<file path="src/pkg/ppsid_pkg.sv">
package ppsid_pkg;
   localparam int NUM_PORTS = 2;
   localparam int CLK_HZ = 10000000;
   // debounce times in their own units
   localparam int CON_DEB_MS = 341;
   localparam int BIAS_DEB_US = 52;
   localparam int CON_DEB_CYC = CON_DEB_MS * (CLK_HZ / 1000);
   localparam int BIAS_DEB_CYC = BIAS_DEB_US * (CLK_HZ / 1000000);

   // wishbone word offsets (byte address = 4 * index)
   localparam logic [3:0] IDX_PAGE_PORT = 4'h0;
   localparam logic [3:0] IDX_IRQ_STAT  = 4'h1;
   localparam logic [3:0] IDX_IRQ_MASK  = 4'h2;
   localparam logic [3:0] IDX_PG_LINE   = 4'h8;
   localparam logic [3:0] IDX_PG_SPEED  = 4'h9;
   localparam logic [3:0] IDX_OUI_HI    = 4'hA;
   localparam logic [3:0] IDX_OUI_MID   = 4'hB;
   localparam logic [3:0] IDX_OUI_LO    = 4'hC;
   localparam logic [3:0] IDX_PART_HI   = 4'hD;
   localparam logic [3:0] IDX_PART_MID  = 4'hE;
   localparam logic [3:0] IDX_PART_LO   = 4'hF;

   localparam logic [2:0] PAGE_PORT  = 3'h0;
   localparam logic [2:0] PAGE_IDENT = 3'h1;
   localparam logic [2:0] PAGE_VEND  = 3'h7;

   localparam logic [7:0] COMPLIANCE_VAL = 8'h01;
   // arbitrary identity values
   localparam logic [23:0] MAKER_OUI_VAL = 24'h123456;
   localparam logic [23:0] PART_CODE_VAL = 24'hABCDEF;

   localparam logic [2:0] SPEED_MAX = 3'h2;
   localparam logic [1:0] LINE_INVALID = 2'h0;

   // port page field positions, first field in the lsb
   localparam int B_DIS = 0;
   localparam int B_BIAS = 1;
   localparam int B_CON = 2;
   localparam int B_CHILD = 3;
   localparam int B_FAULT = 3;
   localparam int B_PIE = 4;

   typedef struct packed {
      logic [1:0] a_line;
      logic [1:0] b_line;
      logic       child;
      logic       cable_present;
      logic       bias_raw;
      logic [2:0] peer_speed;
      logic       resume_fault;
      logic       suspend_fault;
   } ppsid_port_in_t;

   typedef struct packed {
      logic [2:0] page;
      logic [3:0] port;
   } ppsid_sel_t;
endpackage : ppsid_pkg

</file>
<file path="src/verilog/ppsid_regs.sv">
`timescale 1ns/1ps
// Operation
// - report A-pair line state, 2-bit code
// - report B-pair line state, same code
// - child flag; inactive ports read child
// - connected after 341 ms stable connection
// - bias after 52 us continuous detection
// - port disable bit, hardware reset clears
// - 3-bit neighbor speed field of peer
// - never report speed code above 010
// - enabled port event sets event flag
// - fault set on resume or suspend failure
// - fault cleared by writing one
// - page 1 maps identification at 8-15
// - page 7 selects vendor-dependent page
// - compliance level 01h at address 8
// - 24-bit maker id, MSB at 1010b
// - 24-bit part_code, MSB at 1101b
// - unimplemented port reads all zero
// - port selector chooses port, page 0
module ppsid_regs
   import ppsid_pkg::*;
(
   input  wire logic                  clk_i,
   input  wire logic                  rst_i,
   input  wire logic                  ce_i,
   input  wire logic                  bus_reset_i,
   input  wire logic                  tree_id_done_i,
   input  wire logic                  self_id_done_i,
   input  wire ppsid_port_in_t        port_i [NUM_PORTS],
   input  wire logic                  wb_cyc_i,
   input  wire logic                  wb_stb_i,
   input  wire logic                  wb_we_i,
   input  wire logic [5:0]            wb_adr_i,
   input  wire logic [31:0]           wb_dat_i,
   input  wire logic [3:0]            wb_sel_i,
   output logic      [31:0]           wb_dat_o,
   output logic                       wb_ack_o,
   output logic      [NUM_PORTS-1:0]  port_disable_o,
   output logic                       irq_o
);
   ppsid_sel_t               sel_q;
   logic [NUM_PORTS-1:0]     dis_q;
   logic [NUM_PORTS-1:0]     pie_q;
   logic [NUM_PORTS-1:0]     fault_q;
   logic [NUM_PORTS-1:0]     con_q;
   logic [NUM_PORTS-1:0]     bias_q;
   logic [NUM_PORTS-1:0]     child_valid_q;
   logic [NUM_PORTS-1:0]     speed_valid_q;
   logic [NUM_PORTS-1:0]     con_prev_q;
   logic [NUM_PORTS-1:0]     bias_prev_q;
   logic [NUM_PORTS-1:0]     dis_prev_q;
   logic [NUM_PORTS-1:0]     fault_prev_q;
   logic [31:0]              con_cnt_q  [NUM_PORTS];
   logic [15:0]              bias_cnt_q [NUM_PORTS];
   logic                     pei_q;
   logic                     pei_mask_q;
   logic [NUM_PORTS-1:0]     event_s;
   logic                     req_s;
   logic                     wr_s;
   logic [3:0]               idx_s;
   logic                     port_ok_s;
   logic [7:0]               rd_s;
   logic [0:0]               psel_s;

   assign req_s  = wb_cyc_i && wb_stb_i && !wb_ack_o;
   assign wr_s   = req_s && wb_we_i && wb_sel_i[0] && ce_i;
   assign idx_s  = wb_adr_i[5:2];
   assign port_ok_s = sel_q.port < 4'(NUM_PORTS);
   assign psel_s = sel_q.port[0:0];

   always_ff @(posedge clk_i) begin
      if (rst_i) begin
         sel_q <= '0;
      end else if (wr_s && idx_s == IDX_PAGE_PORT) begin
         sel_q.page <= wb_dat_i[6:4];
         sel_q.port <= wb_dat_i[3:0];
      end
   end

   // disable, enable: cleared by hardware reset or by writing zero, not by bus reset
   always_ff @(posedge clk_i) begin
      if (rst_i) begin
         dis_q <= '0;
         pie_q <= '0;
      end else if (wr_s && sel_q.page == PAGE_PORT && port_ok_s) begin
         if (idx_s == IDX_PG_LINE) begin
            dis_q[psel_s] <= wb_dat_i[B_DIS];
         end
         if (idx_s == IDX_PG_SPEED) begin
            pie_q[psel_s] <= wb_dat_i[B_PIE];
         end
      end
   end

   // fault: set beats a simultaneous write-one clear
   always_ff @(posedge clk_i) begin
      if (rst_i) begin
         fault_q <= '0;
      end else if (ce_i) begin
         for (int p = 0; p < NUM_PORTS; p++) begin
            if (port_i[p].resume_fault || port_i[p].suspend_fault) begin
               fault_q[p] <= 1'b1;
            end else if (wr_s && sel_q.page == PAGE_PORT && port_ok_s
                         && idx_s == IDX_PG_SPEED
                         && psel_s == 1'(p)
                         && wb_dat_i[B_FAULT]) begin
               fault_q[p] <= 1'b0;
            end
         end
      end
   end

   // debounce: counters restart on any drop, unaffected by bus reset
   always_ff @(posedge clk_i) begin
      if (rst_i) begin
         con_q  <= '0;
         bias_q <= '0;
         for (int p = 0; p < NUM_PORTS; p++) begin
            con_cnt_q[p]  <= '0;
            bias_cnt_q[p] <= '0;
         end
      end else if (ce_i) begin
         for (int p = 0; p < NUM_PORTS; p++) begin
            if (!port_i[p].cable_present) begin
               con_cnt_q[p] <= '0;
               con_q[p]     <= 1'b0;
            end else if (con_cnt_q[p] < 32'(CON_DEB_CYC - 1)) begin
               con_cnt_q[p] <= con_cnt_q[p] + 32'h1;
            end else begin
               con_q[p] <= 1'b1;
            end
            if (!port_i[p].bias_raw) begin
               bias_cnt_q[p] <= '0;
               bias_q[p]     <= 1'b0;
            end else if (bias_cnt_q[p] < 16'(BIAS_DEB_CYC - 1)) begin
               bias_cnt_q[p] <= bias_cnt_q[p] + 16'h1;
            end else begin
               bias_q[p] <= 1'b1;
            end
         end
      end
   end

   // validity of tree and self-id derived fields across bus reset
   always_ff @(posedge clk_i) begin
      if (rst_i) begin
         child_valid_q <= '0;
         speed_valid_q <= '0;
      end else if (ce_i) begin
         for (int p = 0; p < NUM_PORTS; p++) begin
            if (bus_reset_i) begin
               child_valid_q[p] <= 1'b0;
               speed_valid_q[p] <= 1'b0;
            end else begin
               if (tree_id_done_i) begin
                  child_valid_q[p] <= 1'b1;
               end
               if (self_id_done_i) begin
                  speed_valid_q[p] <= 1'b1;
               end
            end
         end
      end
   end

   // port events: change of bias, con, dis or fault
   always_comb begin
      for (int p = 0; p < NUM_PORTS; p++) begin
         event_s[p] = pie_q[p] && ((con_q[p] != con_prev_q[p])
                      || (bias_q[p] != bias_prev_q[p])
                      || (dis_q[p] != dis_prev_q[p])
                      || (fault_q[p] != fault_prev_q[p]));
      end
   end

   always_ff @(posedge clk_i) begin
      if (rst_i) begin
         con_prev_q   <= '0;
         bias_prev_q  <= '0;
         dis_prev_q   <= '0;
         fault_prev_q <= '0;
      end else if (ce_i) begin
         con_prev_q   <= con_q;
         bias_prev_q  <= bias_q;
         dis_prev_q   <= dis_q;
         fault_prev_q <= fault_q;
      end
   end

   always_ff @(posedge clk_i) begin
      if (rst_i) begin
         pei_q <= 1'b0;
      end else if (ce_i) begin
         if (|event_s) begin
            pei_q <= 1'b1;
         end else if (wr_s && idx_s == IDX_IRQ_STAT && wb_dat_i[0]) begin
            pei_q <= 1'b0;
         end
      end
   end

   always_ff @(posedge clk_i) begin
      if (rst_i) begin
         pei_mask_q <= 1'b0;
      end else if (wr_s && idx_s == IDX_IRQ_MASK) begin
         pei_mask_q <= wb_dat_i[0];
      end
   end

   always_ff @(posedge clk_i) begin
      if (rst_i) begin
         irq_o          <= 1'b0;
         port_disable_o <= '0;
      end else if (ce_i) begin
         irq_o          <= pei_q && pei_mask_q;
         port_disable_o <= dis_q;
      end
   end

   // read mux; page 7 contents are not implemented and read zero
   always_comb begin
      logic [2:0] spd;
      logic       ch;
      rd_s = '0;
      spd  = port_i[psel_s].peer_speed;
      ch   = port_i[psel_s].child || dis_q[psel_s]
             || fault_q[psel_s] || !con_q[psel_s]
             || !child_valid_q[psel_s];
      if (spd > SPEED_MAX || !speed_valid_q[psel_s]) begin
         spd = SPEED_MAX;
      end
      case (idx_s)
         IDX_PAGE_PORT: rd_s = {1'b0, sel_q.page, sel_q.port};
         IDX_IRQ_STAT:  rd_s = {7'h00, pei_q};
         IDX_IRQ_MASK:  rd_s = {7'h00, pei_mask_q};
         default: begin
            if (idx_s >= IDX_PG_LINE) begin
               if (sel_q.page == PAGE_PORT && port_ok_s) begin
                  if (idx_s == IDX_PG_LINE) begin
                     rd_s = {port_i[psel_s].a_line,
                             port_i[psel_s].b_line,
                             ch, con_q[psel_s],
                             bias_q[psel_s], dis_q[psel_s]};
                  end else if (idx_s == IDX_PG_SPEED) begin
                     rd_s = {spd, pie_q[psel_s],
                             fault_q[psel_s], 3'h0};
                  end
               end else if (sel_q.page == PAGE_IDENT) begin
                  case (idx_s)
                     IDX_PG_LINE:  rd_s = COMPLIANCE_VAL;
                     IDX_OUI_HI:   rd_s = MAKER_OUI_VAL[23:16];
                     IDX_OUI_MID:  rd_s = MAKER_OUI_VAL[15:8];
                     IDX_OUI_LO:   rd_s = MAKER_OUI_VAL[7:0];
                     IDX_PART_HI:  rd_s = PART_CODE_VAL[23:16];
                     IDX_PART_MID: rd_s = PART_CODE_VAL[15:8];
                     IDX_PART_LO:  rd_s = PART_CODE_VAL[7:0];
                     default:      rd_s = '0;
                  endcase
               end
            end
         end
      endcase
   end

   // one-wait-state slave; writes to read-only locations fall through
   always_ff @(posedge clk_i) begin
      if (rst_i) begin
         wb_ack_o <= 1'b0;
         wb_dat_o <= '0;
      end else if (ce_i) begin
         wb_ack_o <= req_s;
         if (req_s && !wb_we_i) begin
            wb_dat_o <= {24'h000000, rd_s};
         end
      end
   end
endmodule : ppsid_regs

</file>
<file path="config.mk">
export PLATFORM = sky130hd
export DESIGN_NAME = ppsid_regs
export DESIGN_NICKNAME = d
export VERILOG_FILES = /design/src/pkg/ppsid_pkg.sv /design/src/verilog/ppsid_regs.sv
export SDC_FILE = /design/constraint.sdc
export NUM_CORES = 1
export LEC_CHECK = 0
export CAP_MARGIN = 10
export CORE_UTILIZATION = 60
export DETAILED_ROUTE_END_ITERATION = 12
export DONT_BUFFER_PORTS = 1
export PLACE_DENSITY = 0.76
export SLEW_MARGIN = 20
export SYNTH_ARGS = -nofsm -noshare
export SYNTH_HDL_FRONTEND = slang
export SYNTH_SLANG_ARGS = --single-unit
export TNS_END_PERCENT = 10
</file>
<file path="constraint.sdc">
create_clock -name clk_i -period 4.6 [get_ports clk_i]
set_input_delay 0.92 -clock clk_i [delete_from_list [all_inputs] [get_ports clk_i]]
set_output_delay 0.92 -clock clk_i [all_outputs]
set_load 0.05 [all_outputs]
</file>
# After elaboration in Yosys (flattened, before gate mapping)
# Memory sizes are Yosys's and may differ from the RTL's.
# Index checks and enable logic that the tools add are counted.
# totals
reg_bits	39
mem_bits_rw	96
out_inout_bits	36
n_memories	2
# mem_list
memory	depth	width	read_ports	rd_clocked_by_memory_dff	wr	line	rtl
con_cnt_q	2	32	2	0	2	ppsid_regs.sv:54	logic [31:0] con_cnt_q [NUM_PORTS];
bias_cnt_q	2	16	2	0	2	ppsid_regs.sv:55	logic [15:0] bias_cnt_q [NUM_PORTS];
# op_classes
add_sub_neg	4
n_lt_le_gt_ge	10
eq_ne	23
muxes	91
bitwise_logic	10
reduce_logical	60
# op_table
op	count
$mux W32	4
$mux W1	69
$add A32 B1 Y32 const B	2
$lt A32 B22 Y1 const B	2
$mux W16	4
$pmux W8 S7	1
$mux W8	5
$mux W12	3
$add A16 B1 Y16 const B	2
$eq A4 B4 Y1 const B	8
$lt A16 B10 Y1 const B	2
$pmux W8 S3	1
$reduce_and A2 Y1	12
$logic_and A1 B1 Y1	22
$logic_or A1 B1 Y1	13
$reduce_bool A2 Y1	5
$ne A1 B1 Y1	8
$ne A2 B2 Y1 const B	4
$or A1 B1 Y1	8
$logic_not A1 Y1	5
$bwmux W2	2
$eq A4 B1 Y1 const B	1
$eq A4 B2 Y1 const B	1
$ge A4 B4 Y1 const B	1
other kinds (13)	13

# Longest topological paths before layout
# depth
depth_word	12
mapped_depth	6
depth_no_buf	5

# Worst setup path after synthesis
# OpenSTA, ideal clock, no wires.
# synth_timing
path_type	reg2reg
from	mem con_cnt_q[0][0]
to	mem con_cnt_q[0][0] (enable)
t_arrival_ps	3757
required_time_ps	4130
setup_slack_ps	373
stages_incl_launch_ff	6
path_buffers	0
synth_period_minus_slack_ps	4227
cell_sequence	edfxtp_1 > ha_1 > a311o_1 > a211oi_1 > nor3_1 > o31ai_1
# synth_rtl
element	line
start: declaration	ppsid_regs.sv:54

==> summary.md <==
| Metric | Value |
|---|---|
| Seq cells post-synth | `135` |
| Top cell type's share of synthesized area | `0.411` |
| Pin count of the biggest net entering global routing | `47` |
| Delay-heaviest family, CP | `simple AND/OR/NAND/NOR gates` |
| Via Count | `4928` |
| Congestion Overflow GR | `0` |
| Layout Skew | `4.18 ps` |
| Filler cell count | `883` |
| Synth Cell Area | `0.00702 mm²` |
| Post-synth top flop | `edfxtp_1` |
| Worst-Margin Slew | `980 ps` |
| Input/output buffers | `0` |
| Vias in the first global route | `4675` |
| Crit Path Class | `register to register` |
| F_max | `369 MHz` |
| Die H | `110 µm` |
| HP Class | `register to register` |
| Final hold vios | `0` |
| CP startpoint kind | `register` |
| CTS Buffer Depth | `2` |
| First-pass GRT wire length | `22000 µm` |
| Final wirelength | `13400 µm` |
| Leak | `2.57 nW` |
| CTS sink cnt | `135` |
| Netlist cell types | `74` |
| Die X | `110 µm` |
| Final Slew Violations | `0` |
| GP Congestion | `0.877` |
| Routed Antenna Nets | `0` |
| CTS tree | `yes` |
| Max Cap Violations | `0` |
| Final TNS setup | `0 ps` |
| Crit end category | `register` |
| # rows | `39` |
| Top-count cell post-synth | `edfxtp_1` |
| I/O pins | `111` |
| Final worst setup slack | `1890 ps` |
| RSZ-0062 raised after global routing | `no` |
| Clock Pin Slew Worst Setup and Hold Paths | `50 ps` |
| R2R setup slack | `1890 ps` |
| Max FO, Critical Path | `22` |
| Post_cts resized | `0` |
| Async set-reset flop share out of synthesis | `0` |
| Normalized max-slew margin | `0.345` |
| Iter 0 DRT Violations | `386` |
| Critical path's largest stage delay | `830 ps` |
| DP Worst Slack | `1680 ps` |
| Htree depth | `4` |
| Clk Latency, worst-skew pair | `420 ps` |
| Post-synth top cells | `edfxtp_1 (96), nor2_1 (66), dfxtp_1 (39)` |
| Slowest CP cell | `nand4_1` |
| Post-CTS Setup Bufs | `0` |
| Main area contributors after synthesis | `edfxtp_1 (41%), dfxtp_1 (11%), xnor2_1 (4.1%)` |
| Ant. Diodes | `0` |
| Final hold slack | `496 ps` |
| Cells along the critical path | `or4_1 -> nor4_1 -> nand4_1 -> a211oi_1` |
| CTS root buffer | `clkbuf_16` |
| Starting Density | `0.615` |
| Vias per inst | `5.89` |
| Pre-antenna DRT Iters | `5` |
| Hold buffers post-CTS | `0` |
| Status | `finished, final reports clean` |
| # DRC | `0` |
| Final Cycle Share | `0.588` |
| Final Critical Period | `2710 ps` |
| Core region area | `0.0114 mm²` |
| Layout area overhead | `10.4%` |
| Num CTS Buffers | `17` |
| Cell count after synthesis | `652` |
| # setup viols final | `0` |
| Synth warn | `0` |
| Layout cells sized above 1 | `0.108` |
| Cell taking the most area after synthesis | `edfxtp_1` |
| Worst VDD drop | `0.423 mV` |
| Critical Path AT | `2910 ps` |
| WL/cell | `16.1 µm` |
| Initial antenna violation count | `0` |
| Pwr per Cell Area | `380 mW/mm²` |
| Req. time, crit path | `4800 ps` |
| Post-synth EDFFs | `96` |
| CP bufs+invs | `0` |
| Die Area | `0.0121 mm²` |
| HPWL Detailed | `9160 µm` |
| Sequential fraction of the synthesis area | `0.522` |
| Nets | `759` |
| Syn avg cell area | `10.8 µm²` |
| All-Layer GR Usage | `0.237` |
## worst min-delay path: cells and delay by family, from the launching register on
kind	cells	cell delay, ps
DFF	1	320
muxes	1	60
and+or+nand+nor	1	70
## kinds of logic (layout without fill, tap and decap cells)
family                   after synthesis  in the layout  synth area share
multiplexers                          31             31            0.0449
adder cells (fa/ha/maj)                4              4           0.00713
AO/OA/AOI/OAI                         94             94            0.0963
XOR/XNOR                              49             49            0.0612
buffers and inverters                 74             60            0.0547
other                                  1             56          0.000534
AND/OR/NAND/NOR                      264            264             0.213
flip-flops                           135            135             0.522
## where the power goes
part           total (mW)  internal [mW]  switching, mW
logic               0.165         0.0528          0.112
clock network        1.36          0.872          0.489
registers            1.42           1.36         0.0565
total                2.95           2.29          0.658
## per-stage QoR
stage	area [µm²]	total power, mW	cells	util
CTS	7750	2.96	836	0.679
finish	7750	2.95	836	0.679
global route	7750	3.05	836	0.679
detailed placement	7150	1.61	804	0.627
floorplan	7220	1.60	707	-
global placement	7150	1.60	804	0.627
## registers in the layout, indices dropped and copies added (netlist names), 6 cells and up
name        count
bias_cnt_q     32
wb_dat_o        8
con_cnt_q      64
sel_q           6
## layout make-up
class | count | area (µm²) | area share
tap | 143 | 179 | 0.0231
inverter | 25 | 93.8 | 0.0121
multi-input combinational | 498 | 3200 | 0.412
clock buffer | 25 | 507 | 0.0654
timing repair buffer | 3 | 22.5 | 0.00291
clock inverter | 7 | 90.1 | 0.0116
sequential | 135 | 3660 | 0.473
## final timing paths
| kind | from | endpoint | cells after the start |
|---|---|---|---|
| worst max-delay path | con_cnt_q[0][22]$_SDFFCE_PN0P_ | con_cnt_q[0][15]$_SDFFCE_PN0P_ | 4 |
| worst min-delay path | pie_q[1]$_SDFFE_PP0N_ | pie_q[1]$_SDFFE_PP0N_ | 2 |
| worst max register to register | con_cnt_q[0][22]$_SDFFCE_PN0P_ | con_cnt_q[0][15]$_SDFFCE_PN0P_ | 4 |
| worst min register to register | pie_q[1]$_SDFFE_PP0N_ | pie_q[1]$_SDFFE_PP0N_ | 2 |
## layout by cell type, fill, tap and decap left out, drive strengths merged, types with 11 or more instances in the layout
cell type / count
inv: 27
dfxtp: 39
nand4: 15
nand3: 23
nor3: 22
nor2: 86
or3: 13
conb: 56
nor4: 19
a211oi: 11
xnor2: 33
nand2: 32
o21ai: 18
edfxtp: 96
clkbuf: 25
xor2: 16
mux2i: 27
or4: 15
a21oi: 14
## metal layers
metal  vias to the layer above  global-route usage  share of wire  wire length (µm)
li1                       2420                   -              -                 -
met1                      2351               0.295           0.43              5800
met2                       139               0.399           0.51              6840
met3                        18              0.0594          0.044               596
met4                         0              0.0865          0.014               182
met5                         -                   0              0                 0
(Power assumes the default switching activity.)
